<file path="src/hw/osc_stop_map.svh">
// Overview of operation
// on-chip oscillator must run before monitoring
// monitor runs only while enable bit is 1
// detected main oscillator stop sets status flag
// stop reset enable 1 forces internal reset
// internal stop reset keeps status flag set
// external reset clears the status flag
// enable bit survives the internal stop reset
// writing enable 0 disables, clears status flag
// software reads flag to tell reset source
// stop declared after edgeless reference period window
`ifndef OSC_STOP_MAP_SVH
`define OSC_STOP_MAP_SVH

`define OSR_CTRL_OFS      4'h0
`define OSR_STAT_OFS      4'h1
`define OSR_INT_STS_OFS   4'h2
`define OSR_INT_MASK_OFS  4'h3

`define OSR_CTRL_MON_BIT  0
`define OSR_CTRL_RST_BIT  1
`define OSR_STAT_FLAG_BIT 0
`define OSR_STAT_RUN_BIT  1
`define OSR_EV_STOP_BIT   0
`define OSR_EV_RUN_BIT    1

`define OSR_CTRL_RESET    8'h00
`define OSR_MASK_RESET    8'h00
`define OSR_STS_RESET     8'h00
`define OSR_RD_ZERO       8'h00

`define OSR_MCLK_PERIOD_NS 20
`define OSR_STOP_TIME_NS   2000
`define OSR_STOP_CYC       ((`OSR_STOP_TIME_NS + `OSR_MCLK_PERIOD_NS - 1) / `OSR_MCLK_PERIOD_NS)
`define OSR_IRST_TIME_NS   160
`define OSR_IRST_CYC       ((`OSR_IRST_TIME_NS + `OSR_MCLK_PERIOD_NS - 1) / `OSR_MCLK_PERIOD_NS)

`endif

</file>
<file path="src/hw/osc_stop_pkg.sv">
package osc_stop_pkg;

  typedef struct packed {
    logic [3:0] addr;
    logic [7:0] wdata;
    logic       wr;
    logic       rd;
  } bus_req_t;

  typedef struct packed {
    logic [5:0] spare;
    logic       rst_en;
    logic       mon_en;
  } ctrl_t;

  typedef enum logic [1:0] {
    ST_RUN   = 2'b00,
    ST_RESET = 2'b01,
    ST_REARM = 2'b10
  } seq_state_t;

endpackage : osc_stop_pkg

</file>
<file path="src/hw/osc_stop_monitor.sv">
`timescale 1ns/100ps
`include "osc_stop_map.svh"
module osc_stop_monitor (
  input  wire logic                   mclk,
  input  wire logic                   rst,
  input  wire logic                   xin,
  input  wire osc_stop_pkg::bus_req_t bus,
  output logic [7:0]                  rd_data,
  output logic                        irq,
  output logic                        int_rst,
  output logic                        stop_flag
);
  import osc_stop_pkg::*;

  ctrl_t      ctrl_r;
  logic       stop_flag_r;
  logic [1:0] int_sts_r;
  logic [1:0] int_mask_r;
  logic [7:0] rd_data_r;
  logic       irq_r;
  logic       int_rst_r;
  seq_state_t state_r;
  seq_state_t state_nxt;
  logic [3:0] irst_cnt_r;
  logic       running_d_r;

  logic       stop_pulse;
  logic       running;
  logic       ctrl_wr;
  logic       sts_wr;
  logic       mask_wr;
  logic       stat_rd;
  logic       stop_ev;
  logic       run_ev;
  logic [1:0] ev_vec;
  logic       irst_done;

  osc_edge_watch u_watch (
    .mclk       (mclk),
    .rst        (rst),
    .xin        (xin),
    .enable     (ctrl_r.mon_en),
    .stop_pulse (stop_pulse),
    .running    (running)
  );

  assign ctrl_wr = bus.wr && (bus.addr == `OSR_CTRL_OFS);
  assign sts_wr  = bus.wr && (bus.addr == `OSR_INT_STS_OFS);
  assign mask_wr = bus.wr && (bus.addr == `OSR_INT_MASK_OFS);
  assign stat_rd = bus.rd && (bus.addr == `OSR_STAT_OFS);

  // events only count while the monitor is armed
  assign stop_ev = stop_pulse && ctrl_r.mon_en;
  assign run_ev  = running && !running_d_r && ctrl_r.mon_en;
  assign ev_vec  = {run_ev, stop_ev};

  // control register: only rst (external reset) clears it, never the internal one
  always_ff @(posedge mclk) begin
    if (rst) begin
      ctrl_r <= ctrl_t'(`OSR_CTRL_RESET);
    end else if (ctrl_wr) begin
      ctrl_r <= ctrl_t'({6'h00, bus.wdata[`OSR_CTRL_RST_BIT], bus.wdata[`OSR_CTRL_MON_BIT]});
    end
  end

  // stop detection flag: set wins over the clear by a disabling write
  always_ff @(posedge mclk) begin
    if (rst) begin
      stop_flag_r <= 1'b0;
    end else if (stop_ev) begin
      stop_flag_r <= 1'b1;
    end else if (ctrl_wr && !bus.wdata[`OSR_CTRL_MON_BIT]) begin
      stop_flag_r <= 1'b0;
    end
  end

  // sticky interrupt status, write one to clear, new event wins
  always_ff @(posedge mclk) begin
    if (rst) begin
      int_sts_r <= 2'(`OSR_STS_RESET);
    end else if (sts_wr) begin
      int_sts_r <= (int_sts_r & ~bus.wdata[1:0]) | ev_vec;
    end else begin
      int_sts_r <= int_sts_r | ev_vec;
    end
  end

  always_ff @(posedge mclk) begin
    if (rst) begin
      int_mask_r <= 2'(`OSR_MASK_RESET);
    end else if (mask_wr) begin
      int_mask_r <= bus.wdata[1:0];
    end
  end

  always_ff @(posedge mclk) begin
    if (rst) begin
      irq_r <= 1'b0;
    end else begin
      irq_r <= |(int_sts_r & int_mask_r);
    end
  end

  always_ff @(posedge mclk) begin
    if (rst) begin
      running_d_r <= 1'b0;
    end else begin
      running_d_r <= running;
    end
  end

  // read data stand in the cycle after the strobe only
  always_ff @(posedge mclk) begin
    if (rst) begin
      rd_data_r <= `OSR_RD_ZERO;
    end else if (bus.rd) begin
      case (bus.addr)
        `OSR_CTRL_OFS: begin
          rd_data_r <= 8'(ctrl_r);
        end
        `OSR_STAT_OFS: begin
          rd_data_r <= {6'h00, running, stop_flag_r};
        end
        `OSR_INT_STS_OFS: begin
          rd_data_r <= {6'h00, int_sts_r};
        end
        `OSR_INT_MASK_OFS: begin
          rd_data_r <= {6'h00, int_mask_r};
        end
        default: begin
          rd_data_r <= `OSR_RD_ZERO;
        end
      endcase
    end else begin
      rd_data_r <= `OSR_RD_ZERO;
    end
  end

  // internal reset sequencer
  assign irst_done = (irst_cnt_r == 4'(`OSR_IRST_CYC - 1));

  always_comb begin
    state_nxt = state_r;
    case (state_r)
      ST_RUN: begin
        if (stop_ev && ctrl_r.rst_en) begin
          state_nxt = ST_RESET;
        end
      end
      ST_RESET: begin
        if (irst_done) begin
          state_nxt = ST_REARM;
        end
      end
      ST_REARM: begin
        state_nxt = ST_RUN;
      end
      default: begin
        state_nxt = ST_RUN;
      end
    endcase
  end

  always_ff @(posedge mclk) begin
    if (rst) begin
      state_r <= ST_RUN;
    end else begin
      state_r <= state_nxt;
    end
  end

  always_ff @(posedge mclk) begin
    if (rst) begin
      irst_cnt_r <= 4'h0;
    end else if (state_r == ST_RESET) begin
      irst_cnt_r <= irst_cnt_r + 4'h1;
    end else begin
      irst_cnt_r <= 4'h0;
    end
  end

  always_ff @(posedge mclk) begin
    if (rst) begin
      int_rst_r <= 1'b0;
    end else begin
      int_rst_r <= (state_nxt == ST_RESET);
    end
  end

  assign rd_data   = rd_data_r;
  assign irq       = irq_r;
  assign int_rst   = int_rst_r;
  assign stop_flag = stop_flag_r;

  a_flag_set:
  assert property (@(posedge mclk) disable iff (rst)
    stop_ev |=> stop_flag_r)
    else $error("stop detection did not set the flag");

  a_rst_start:
  assert property (@(posedge mclk) disable iff (rst)
    (state_r == ST_RUN && stop_ev && ctrl_r.rst_en) |=> int_rst_r [*8] ##1 !int_rst_r)
    else $error("internal reset not eight cycles after stop");

  a_rst_gated:
  assert property (@(posedge mclk) disable iff (rst)
    (state_r == ST_RUN && !(stop_ev && ctrl_r.rst_en)) |=> !int_rst_r)
    else $error("internal reset without enabled stop");

  a_flag_kept:
  assert property (@(posedge mclk) disable iff (rst)
    (int_rst_r && stop_flag_r && !ctrl_wr) |=> stop_flag_r)
    else $error("flag lost during internal reset");

  a_ext_clear:
  assert property (@(posedge mclk)
    rst |=> !stop_flag_r && !ctrl_r.mon_en)
    else $error("external reset left flag or enable set");

  a_en_kept:
  assert property (@(posedge mclk) disable iff (rst)
    (int_rst_r && !ctrl_wr) |=> $stable(ctrl_r.mon_en))
    else $error("enable changed by internal reset");

  a_wr0_clear:
  assert property (@(posedge mclk) disable iff (rst)
    (ctrl_wr && !bus.wdata[`OSR_CTRL_MON_BIT] && !stop_ev) |=> !stop_flag_r && !ctrl_r.mon_en)
    else $error("disable write did not clear flag");

  a_flag_read:
  assert property (@(posedge mclk) disable iff (rst)
    stat_rd |=> rd_data_r[`OSR_STAT_FLAG_BIT] == $past(stop_flag_r))
    else $error("status read does not show the flag");

  a_mon_off:
  assert property (@(posedge mclk) disable iff (rst)
    (!ctrl_r.mon_en && !stop_flag_r) |=> !stop_flag_r)
    else $error("flag set while monitor disabled");

  // read data must fall back to zero in every cycle that follows no strobe
  a_rd_idle:
  assert property (@(posedge mclk) disable iff (rst)
    !bus.rd |=> rd_data_r == `OSR_RD_ZERO)
    else $error("read data not zero without a read strobe");

  a_rd_unmapped:
  assert property (@(posedge mclk) disable iff (rst)
    (bus.rd && bus.addr > `OSR_INT_MASK_OFS) |=> rd_data_r == `OSR_RD_ZERO)
    else $error("unmapped read returned nonzero data");

  a_rd_ctrl:
  assert property (@(posedge mclk) disable iff (rst)
    (bus.rd && bus.addr == `OSR_CTRL_OFS) |=> rd_data_r == 8'($past(ctrl_r)))
    else $error("control read does not show the control bits");

  a_rd_events:
  assert property (@(posedge mclk) disable iff (rst)
    (bus.rd && bus.addr == `OSR_INT_STS_OFS) |=> rd_data_r[1:0] == $past(int_sts_r))
    else $error("event status read does not show the status bits");

  a_rd_running:
  assert property (@(posedge mclk) disable iff (rst)
    stat_rd |=> rd_data_r[`OSR_STAT_RUN_BIT] == $past(running))
    else $error("status read does not show the running bit");

  a_ctrl_write:
  assert property (@(posedge mclk) disable iff (rst)
    ctrl_wr |=> {ctrl_r.rst_en, ctrl_r.mon_en} == 2'($past(bus.wdata)))
    else $error("control write did not land");

  a_ctrl_hold:
  assert property (@(posedge mclk) disable iff (rst)
    !ctrl_wr |=> $stable(ctrl_r))
    else $error("control bits changed without a write");

  a_mask_write:
  assert property (@(posedge mclk) disable iff (rst)
    mask_wr |=> int_mask_r == 2'($past(bus.wdata)))
    else $error("mask write did not land");

  a_stop_event:
  assert property (@(posedge mclk) disable iff (rst)
    stop_ev |=> int_sts_r[`OSR_EV_STOP_BIT])
    else $error("stop did not set its event bit");

  a_run_event:
  assert property (@(posedge mclk) disable iff (rst)
    run_ev |=> int_sts_r[`OSR_EV_RUN_BIT])
    else $error("resumed oscillation did not set its event bit");

  a_sts_clear:
  assert property (@(posedge mclk) disable iff (rst)
    (sts_wr && bus.wdata[`OSR_EV_STOP_BIT] && !stop_ev) |=> !int_sts_r[`OSR_EV_STOP_BIT])
    else $error("write one did not clear the stop event bit");

  a_irq_on:
  assert property (@(posedge mclk) disable iff (rst)
    (|(int_sts_r & int_mask_r)) |=> irq_r)
    else $error("interrupt missing for an unmasked event");

  a_irq_off:
  assert property (@(posedge mclk) disable iff (rst)
    !(|(int_sts_r & int_mask_r)) |=> !irq_r)
    else $error("interrupt raised with no unmasked event");

  a_flag_cause:
  assert property (@(posedge mclk) disable iff (rst)
    (!stop_flag_r && !stop_ev) |=> !stop_flag_r)
    else $error("flag set without a detected stop");

  a_rearm_quiet:
  assert property (@(posedge mclk) disable iff (rst)
    (state_r == ST_REARM) |-> !int_rst_r)
    else $error("internal reset still high while rearming");

endmodule : osc_stop_monitor

</file>
<file path="src/hw/osc_edge_watch.sv">
`timescale 1ns/100ps
`include "osc_stop_map.svh"
module osc_edge_watch (
  input  wire logic mclk,
  input  wire logic rst,
  input  wire logic xin,
  input  wire logic enable,
  output logic      stop_pulse,
  output logic      running
);
  import osc_stop_pkg::*;

  logic       xin_s1_r;
  logic       xin_s2_r;
  logic       xin_s3_r;
  logic [6:0] cnt_r;
  logic       stop_pulse_r;
  logic       running_r;
  logic       edge_seen;
  logic       at_limit;

  // two-stage synchroniser plus a delay stage; the second and third stages feed the edge detector
  always_ff @(posedge mclk) begin
    if (rst) begin
      xin_s1_r <= 1'b0;
      xin_s2_r <= 1'b0;
      xin_s3_r <= 1'b0;
    end else begin
      xin_s1_r <= xin;
      xin_s2_r <= xin_s1_r;
      xin_s3_r <= xin_s2_r;
    end
  end

  assign edge_seen = xin_s2_r ^ xin_s3_r;
  assign at_limit  = (cnt_r == 7'(`OSR_STOP_CYC - 1));

  // reference periods since the last main oscillator edge, saturating
  always_ff @(posedge mclk) begin
    if (rst) begin
      cnt_r <= 7'h00;
    end else if (!enable || edge_seen) begin
      cnt_r <= 7'h00;
    end else if (!at_limit) begin
      cnt_r <= cnt_r + 7'h01;
    end
  end

  // one pulse when the window first expires, not repeated while stopped
  always_ff @(posedge mclk) begin
    if (rst) begin
      stop_pulse_r <= 1'b0;
      running_r    <= 1'b0;
    end else begin
      stop_pulse_r <= enable && !edge_seen && (cnt_r == 7'(`OSR_STOP_CYC - 2));
      running_r    <= enable && (edge_seen || !at_limit);
    end
  end

  assign stop_pulse = stop_pulse_r;
  assign running    = running_r;

  a_stop_timeout:
  assert property (@(posedge mclk) disable iff (rst)
    (enable && !edge_seen && cnt_r == 7'(`OSR_STOP_CYC - 2)) |=> stop_pulse_r)
    else $error("stop not flagged at end of window");

  a_edge_no_stop:
  assert property (@(posedge mclk) disable iff (rst)
    edge_seen |=> !stop_pulse_r)
    else $error("stop flagged despite a main oscillator edge");

endmodule : osc_edge_watch

</file>
<file path="config.mk">
export PLATFORM = sky130hd
export DESIGN_NAME = osc_stop_monitor
export DESIGN_NICKNAME = d
export VERILOG_FILES = /design/src/hw/osc_stop_pkg.sv /design/src/hw/osc_stop_monitor.sv /design/src/hw/osc_edge_watch.sv
export VERILOG_INCLUDE_DIRS = /design/src /design/src/hw
export SDC_FILE = /design/constraint.sdc
export NUM_CORES = 1
export LEC_CHECK = 0
export BUFFER_PORTS_ARGS = -buffer_cell sky130_fd_sc_hd__buf_2
export CAP_MARGIN = 10
export CORE_MARGIN = 2
export CORE_UTILIZATION = 52
export DETAILED_ROUTE_END_ITERATION = 10
export GPL_TIMING_DRIVEN = 0
export HOLD_SLACK_MARGIN = 0.02
export PLACE_DENSITY = 0.77
export SYNTH_ARGS = -nofsm -noshare
export SYNTH_HDL_FRONTEND = slang
export SYNTH_HIERARCHICAL = 1
export SYNTH_SLANG_ARGS = --single-unit
</file>
<file path="constraint.sdc">
create_clock -name mclk -period 1.6 [get_ports mclk]
set_input_delay 0 -clock mclk [delete_from_list [all_inputs] [get_ports mclk]]
set_output_delay 0 -clock mclk [all_outputs]
set_load 0.01 [all_outputs]
</file>
# Yosys cells after proc, flatten, opt, wreduce, memory -nomap -nowiden
# Cells that the tools add are included.
[classes] n_addsub=2 n_eq_ne=8 mux=7 n_bitwise=8 reduce_logical=25
[ops] op="7-bit == test (second input constant)" count=2
[ops] op="1-bit logical AND" count=11
[ops] op="4-bit by 2-bit == test with 1-bit output (second input constant)" count=2
[ops] op="2-bit one-hot mux with 4 select lines" count=1
[ops] op="2-bit OR reduction" count=4
[ops] op="7-bit by 1-bit adder with 7-bit output (second input constant)" count=1
[ops] op="2-bit two-way mux" count=3
[ops] op="1-bit zero test" count=5
[ops] op="4-bit by 1-bit adder with 4-bit output (second input constant)" count=1
[ops] op="2-bit AND" count=2
[ops] op="2-bit by 1-bit == test with 1-bit output (second input constant)" count=2
[ops] op="4-bit by 1-bit == test with 1-bit output (second input constant)" count=1
[ops] op="4-bit by 3-bit == test with 1-bit output (second input constant)" count=1
[ops] op="4-bit zero test" count=1
[ops] op="2-bit OR" count=2
[ops] op="2-bit one-hot mux with 2 select lines" count=1
[ops] op="2-bit zero test" count=1
[ops] op="1-bit logical OR" count=2
[ops] op="1-bit two-way mux" count=2
[ops] op="1-bit inverter" count=2
[ops] op="2-bit inverter" count=1
[ops] op="2-bit nonzero test" count=1
[ops] op="1-bit bitwise XOR" count=1
[word_totals] reg_bits=36 out_inout_bits=11 elab_cells=67

# Logic depth before layout (Yosys ltp)
# Gate-level depths: netlist of run 1.
[depth] depth_word=5 ltp_mapped=4 depth_no_buf=4

# Modules after synthesis
# The synthesis of run 1 kept the hierarchy.
[modules_own_cells] mod="osc_stop_monitor" instances=1 cells_per_inst=81 area_per_inst_um2=798.3 seq_area_each_um2=360.3
[modules_own_cells] mod="osc_edge_watch" instances=1 cells_per_inst=50 area_per_inst_um2=501.7 seq_area_each_um2=240.2

# Worst setup path after synthesis of run 1
# Ideal clock, no wire load.
[synth_timing] kind="reg2reg" from="register u_watch.cnt_r[0]" to="register u_watch.cnt_r[6]" setup_ns=0.071 arrival_time_ns=1.147 setup_slack_ns=0.383 stages_incl_launch_ff=5 cell_sequence="dfxtp_1 ha_1 nand3_1 or3_1 a21oi_1"
[synth_between] elab_chain_len=1 word_cells_on_any_way=2 cone_classes="add/sub: 1; eq/ne: 1"
[synth_rtl] element="start: declaration" line_no="osc_edge_watch.sv:16" text="logic [6:0] cnt_r;"
[synth_rtl] element="start signal: assignment" line_no="osc_edge_watch.sv:45" text="cnt_r <= cnt_r + 7'h01;"
[synth_rtl] element="7-bit by 1-bit adder with 7-bit output / 7-bit == test (equally long branches)" line_no="osc_edge_watch.sv:45, osc_edge_watch.sv:36"
# Several ways; a longest one is shown, not always the timed one.
# A chain may end at the register's enable or synchronous reset.

# Worst setup path in the final report of run 1
# Same ends and word-level chain as after synthesis.

==> results of run 1 <==
[final timing paths]
check	slack (ps)	cells past startpoint	endpoint
hold reg to reg	460	1	irst_cnt_r[0]$_SDFF_PP0_
setup reg to reg	230	4	u_watch/cnt_r[6]$_SDFFE_PP0P_
setup / recovery	230	4	u_watch/cnt_r[6]$_SDFFE_PP0P_
hold / removal	40	3	rd_data[0]$_SDFF_PP0_
[area by class of cell]
cell class,count,area [µm²]
multi-input cells,96,657
repair buffers,20,130
flip-flops and latches,30,601
fillers,218,898
clock buffers,5,37.5
inverters,2,7.51
plain buffers,8,53.8
well taps,30,37.5
clock inverters,2,10.0
[cells in the final DEF (no fill, tap or decap), drive strengths merged]
cell type / synthesis / routed
a211oi: 1 / 1
a21boi: 1 / 1
a21oi: 8 / 8
a22oi: 1 / 1
and2b: 1 / 1
and3: 1 / 1
and4b: 3 / 3
buf: 7 / 21
clkbuf: 1 / 6
clkinv: 0 / 2
conb: 1 / 6
dfxtp: 30 / 30
dlygate4sd3: 0 / 6
ha: 3 / 3
inv: 2 / 2
mux2i: 8 / 8
nand2: 8 / 8
nand2b: 8 / 8
nand3: 3 / 3
nand3b: 2 / 2
nand4bb: 1 / 1
nor2: 11 / 11
nor2b: 6 / 6
nor3: 5 / 5
nor4: 1 / 1
o21ai: 4 / 4
o22ai: 2 / 2
o311ai: 1 / 1
o31ai: 1 / 1
or3: 3 / 3
or3b: 1 / 1
or4b: 1 / 1
xnor2: 2 / 2
xor2: 3 / 3
[per-stage QoR]
stage / setup WS [ps] / hold slack [ps] / std cells
final: 229 / 39.1 / 193
after CTS: 229 / 21.8 / 193
after global routing: 117 / 49.4 / 193
after floorplan: 383 / 71.6 / 136
after detailed placement: 247 / 214 / 180
after global placement: 311 / 214 / 180
[kinds of logic after synthesis]
group	share of synthesized area, %
multiplexers	6.16
AND/OR/NAND/NOR	26.8
other	0.288
adder cells (fa/ha/maj)	2.89
buffers and inverters	4.72
flip-flops	46.2
XOR/XNOR	3.37
AO/OA/AOI/OAI	9.63
[flip-flops by register name, indices dropped and copies added (netlist names)]
register	cells
u_watch/xin_s1_r	1
ctrl_r	2
u_watch/cnt_r	7
running_d_r	1
state_r	2
int_rst	1
u_watch/running	1
u_watch/xin_s3_r	1
int_mask_r	2
irst_cnt_r	4
irq	1
stop_flag	1
rd_data	2
int_sts_r	2
u_watch/stop_pulse	1
u_watch/xin_s2_r	1
[metal layers]
metal	GRT usage (%)	part of all wire, %	vias up
met5	0	0	-
met4	10.4	2.5	0
met3	8.61	4.9	6
met2	28.9	49	17
met1	21.0	44	449
li1	-	-	511
[power by group]
| group | switching, mW | leakage, nW | internal, mW |
|---|---|---|---|
| Combinational | 0.0382 | 0.339 | 0.0422 |
| Sequential | 0.00298 | 0.242 | 0.751 |
| Clock | 0.247 | 0.0308 | 0.157 |
[worst max-delay path, cell delays in order, from the launching register on]
cell,delay (ps)
dfxtp_1,400
ha_1,230
nand3_1,150
or3_1,370
a21oi_1,150
==> flow_metrics.tcl, run 1 <==
set metrics [dict create \
    synth_cell_types 36 \
    clock-sinks 30 \
    path_clk_slew_ps 90 \
    yosys_warnings 6 \
    synthTopCellsByArea "dfxtp_1 46%, mux2i_1 6.2%, buf_4 3.5%" \
    dieWidth_um 54 \
    grt_pass1_wl_mm 3.71 \
    drt_wl_total_mm 2.16 \
    antenna_found_initial 0 \
    cts_buffers 5 \
    ys_seq_area_share_pct 46.2 \
    timing.final.crit_share_pct 85.7 \
    synthCells 131 \
    cts_tree "done" \
    placed_area_mm2 0.00143 \
    hold_class "in2reg" \
    ys_seq_elements 30 \
    nNetsFinal 183 \
    holdBufCountCts 6 \
    ios 28 \
    insertion_delay_ps 330 \
    clock.fmax_mhz 729 \
    path_max_fanout 5 \
    drt_iter0_markers 5 \
    critPathArrivalTime_ps 1630 \
    critPathCaptureType "flop" \
    num_vias 983 \
    grt_max_degree 12 \
    place_hpwl_mm 1.57 \
    start_util_pct 53.4 \
    hold_path.startpoint "bus[12]" \
    start_kind "flop" \
    hold_violations 0 \
    drtAntennaViolNets 0 \
    clock_path_buffers 2 \
    crit_start "u_watch/cnt_r[0]$_SDFFE_PP0P_" \
    p_total_mw 1.24 \
    synth.top_cells.by_count "30 x dfxtp_1, 10 x nor2_1, 8 x a21oi_1, 8 x mux2i_1, 8 x nand2_1" \
    yosys.cell_count.top_type "dfxtp_1" \
    required_ps 1860 \
    synth_area_per_cell_um2 9.92 \
    place_congestion 0.786 \
    skew_ps 6.51 \
    rows 18 \
    clock-root-buffer "clkbuf_4" \
    synth_edf_count 0 \
    synthesis.area_mm2 0.00130 \
    async_flop_share_pct 0 \
    grt_pass1_vias 888 \
    h-tree-depth 2 \
    drv_cap 0 \
    post_cts_resized 0 \
    synthFlopType "dfxtp_1" \
    outcome "complete, no violations" \
    setup_viol 0 \
    avgViaCountPerCell 5.09 \
    syn_to_final_growth_pct 18.0 \
    grt_use_total_pct 18.6 \
    core_mm2 0.00243 \
    final_area_mm2 0.00153 \
    drc 0 \
    slew_viol_final 0 \
    path_class "reg2reg" \
    leakagePower_nw 0.612 \
    fin_crit_ps 1370 \
    detail_route.wl_per_cell_um 11.2 \
    numPortBuffers 14 \
    fp.dieArea_mm2 0.00292 \
    utilization_pct 63.1 \
    drtPass1Iterations 4 \
    synth_top_cell_by_area "dfxtp_1" \
    gr-total-overflow 0 \
    rsz0062_at_grt "false" \
    antenna_cells 0 \
    drive_above_1_share_pct 20.2 \
    peakVddDrop_mv 0.652 \
    r2r_start "u_watch/cnt_r[0]$_SDFFE_PP0P_" \
    fin_setup_tns_ps 0 \
    post_cts_buffers 0 \
    p_per_area_mw_per_mm2 807 \
    die_h_um 54 \
    yosysTopAreaCellShare_pct 46.2 \
]
No activity file was read; power rests on OpenSTA's default activity.
==> run 2, diff against run 1 <==
PLACE_DENSITY = not set   (was 0.77)
PLACE_DENSITY_LB_ADDON = 0.3   (was not set)
SLEW_MARGIN = 20   (was not set)
SYNTH_HIERARCHICAL = not set   (was 1)
==> flow_metrics.tcl, run 2 <==
set metrics [dict create \
    outcome "complete, no violations" \
    power_frac_comb_pct 5.5 \
    final_cell_mix "30 x dfxtp_1, 15 x buf_2, 10 x nor2_1" \
    pwr-share-seq_pct 58.6 \
    holdBufCountCts 5 \
    yosys.cell_count.top_type "dfxtp_1" \
    p_per_area_mw_per_mm2 868 \
    numPortBuffers 13 \
    synthesis.area_mm2 0.00125 \
    max_stage_delay_ps 430 \
    slew_viol_final 0 \
    ys_seq_area_share_pct 48.0 \
    h-tree-depth 2 \
    p_int_mw 1.00 \
    grt_pass1_wl_mm 3.75 \
    clock_path_buffers 2 \
    place_congestion 0.788 \
    die_h_um 53.1 \
    synth_top_cell_by_area "dfxtp_1" \
    top_register "u_watch.cnt_r" \
    ios 28 \
    ys_seq_elements 30 \
    nNetsFinal 177 \
    power.switching_mw 0.283 \
    post_cts_resized 0 \
    synth_area_per_cell_um2 9.86 \
    insertion_delay_ps 320 \
    drv_cap 0 \
    p_total_mw 1.29 \
    grt_max_degree 11 \
    fin_setup_tns_ps 0 \
    cts_buffers 5 \
    drc 0 \
    rows 17 \
    largest_reg_flops 7 \
    peakVddDrop_mv 0.633 \
    antenna_cells 0 \
    crit_start "u_watch.cnt_r[0]$_SDFFE_PP0P_" \
    clock-sinks 30 \
    cts_tree "done" \
    worstRegToRegCells 4 \
    start_util_pct 55.5 \
    path_clk_slew_ps 90 \
    swShare_pct 22.1 \
    yosys_warnings 0 \
    reg2reg_to "u_watch.cnt_r[6]$_SDFFE_PP0P_" \
    worstPathCellList "ha_1 > nand2_1 > or3_1 > a21oi_1" \
    utilization_pct 65.7 \
    fin_crit_ps 1340 \
    detail_route.wl_per_cell_um 12.1 \
    skew_ps 13.8 \
    path_max_fanout 7 \
    r2r_start "u_watch.cnt_r[0]$_SDFFE_PP0P_" \
    place_hpwl_mm 1.69 \
    cp-endpoint "u_watch.cnt_r[6]$_SDFFE_PP0P_" \
    timing.final.crit_share_pct 84.0 \
    synth_edf_count 0 \
    final_common_cell "dfxtp_1" \
    leakagePower_nw 0.571 \
    synthFlopType "dfxtp_1" \
    final_cells 186 \
    critPathArrivalTime_ps 1600 \
    reg2reg_slack_ps 260 \
    antenna_found_initial 0 \
    synthTopCellsByArea "dfxtp_1 48%, buf_4 3.6%, mux4_2 3.6%" \
    hold_violations 0 \
    gr-total-overflow 0 \
    required_ps 1860 \
    clock-root-buffer "clkbuf_4" \
    syn_to_final_growth_pct 18.3 \
    place_inst 173 \
    drt_wl_total_mm 2.25 \
    rsz0062_at_grt "false" \
    start_kind "flop" \
    synth.top_cells.by_count "30 x dfxtp_1, 10 x nor2_1, 8 x a21oi_1" \
    drtAntennaViolNets 0 \
    synthCells 127 \
    core_mm2 0.00225 \
    drive_above_1_share_pct 20.9 \
    setup_viol 0 \
    grt_use_total_pct 19.3 \
    drtPass1Iterations 4 \
    dieWidth_um 53.1 \
    drt_iter0_markers 11 \
    num_vias 960 \
    avgViaCountPerCell 5.16 \
    pwr-share-clk_pct 35.9 \
    critPathCaptureType "flop" \
    hold_class "in2reg" \
    largestRegisters "u_watch.cnt_r (7), irst_cnt_r (4)" \
    fp.dieArea_mm2 0.00282 \
    cp_slowest_cell "dfxtp_1" \
    clock.fmax_mhz 744 \
    path_class "reg2reg" \
    synth_cell_types 32 \
    async_flop_share_pct 0 \
    grt_pass1_vias 876 \
    yosysTopAreaCellShare_pct 48.0 \
    post_cts_buffers 0 \
]
-- run 2: area by class of cell --
class | count | area, µm²
flip-flops and latches | 30 | 601
repair buffers | 18 | 115
clock buffers | 7 | 55.1
plain buffers | 10 | 62.6
well taps | 28 | 35.0
multi-input cells | 90 | 601
inverters | 2 | 7.51
fillers | 179 | 773
clock inverters | 1 | 5.00
-- run 2: cells by family (layout without fill, tap and decap cells) --
| logic type | after synthesis | after routing | synth area share, % |
|---|---|---|---|
| and+or+nand+nor | 54 | 54 | 25.6 |
| xor gates and xnor gates | 5 | 5 | 3.50 |
| adders and majority gates | 3 | 3 | 3.00 |
| muxes | 6 | 6 | 6.79 |
| AOI/OAI and AO/OA | 16 | 16 | 7.29 |
| DFF | 30 | 30 | 48.0 |
| other | 1 | 6 | 0.299 |
| buffers and inverters | 12 | 38 | 5.59 |
-- run 2: power by group through the flow --
stage          registers [mW]  logic [mW]  clock network [mW]
6_report                0.754      0.0710               0.461
4_1_cts                 0.754      0.0707               0.473
3_5_place_dp            0.771      0.0620                   0
5_1_grt                 0.755      0.0790               0.514
2_1_floorplan           0.770      0.0439                   0
3_3_place_gp            0.771      0.0607                   0
-- run 2: metrics by stage --
| step | setup WS, ps | cell area (µm²) | hold slack [ps] |
|---|---|---|---|
| final | 257 | 1480 | 83.0 |
| after global routing | 126 | 1480 | 123 |
| after CTS | 250 | 1480 | 86.4 |
| after detailed placement | 262 | 1370 | 223 |
| after global placement | 314 | 1370 | 219 |
| after floorplan | 366 | 1270 | 128 |
-- run 2: how the worst min path moves through the flow --
stage               slack, ps    start                     endpoint  cells after the start
floorplan                 130      xin  u_watch.xin_s1_r$_SDFF_PP0_                      1
global placement          220      xin  u_watch.xin_s1_r$_SDFF_PP0_                      2
detailed placement        220      xin  u_watch.xin_s1_r$_SDFF_PP0_                      2
CTS                        90  bus[11]       stop_flag$_SDFFE_PP0P_                      3
global route              120  bus[11]       ctrl_r[0]$_SDFFE_PP0P_                      3
finish                     80  bus[11]       stop_flag$_SDFFE_PP0P_                      3
-- run 2: worst max-delay path, delay by kind of cell (launching register included) --
family,cells,cell delay (ps)
AOI/OAI and AO/OA,1,140
DFF,1,430
and+or+nand+nor,2,480
adders and majority gates,1,240
-- run 2: metal layers --
layer | vias to the layer above | global-route usage (%) | share of wire [%]
met5 | - | 0 | 0
met4 | 0 | 11.1 | 2.5
met3 | 9 | 7.63 | 4.0
met2 | 18 | 33.1 | 52
met1 | 438 | 19.7 | 42
li1 | 495 | - | -
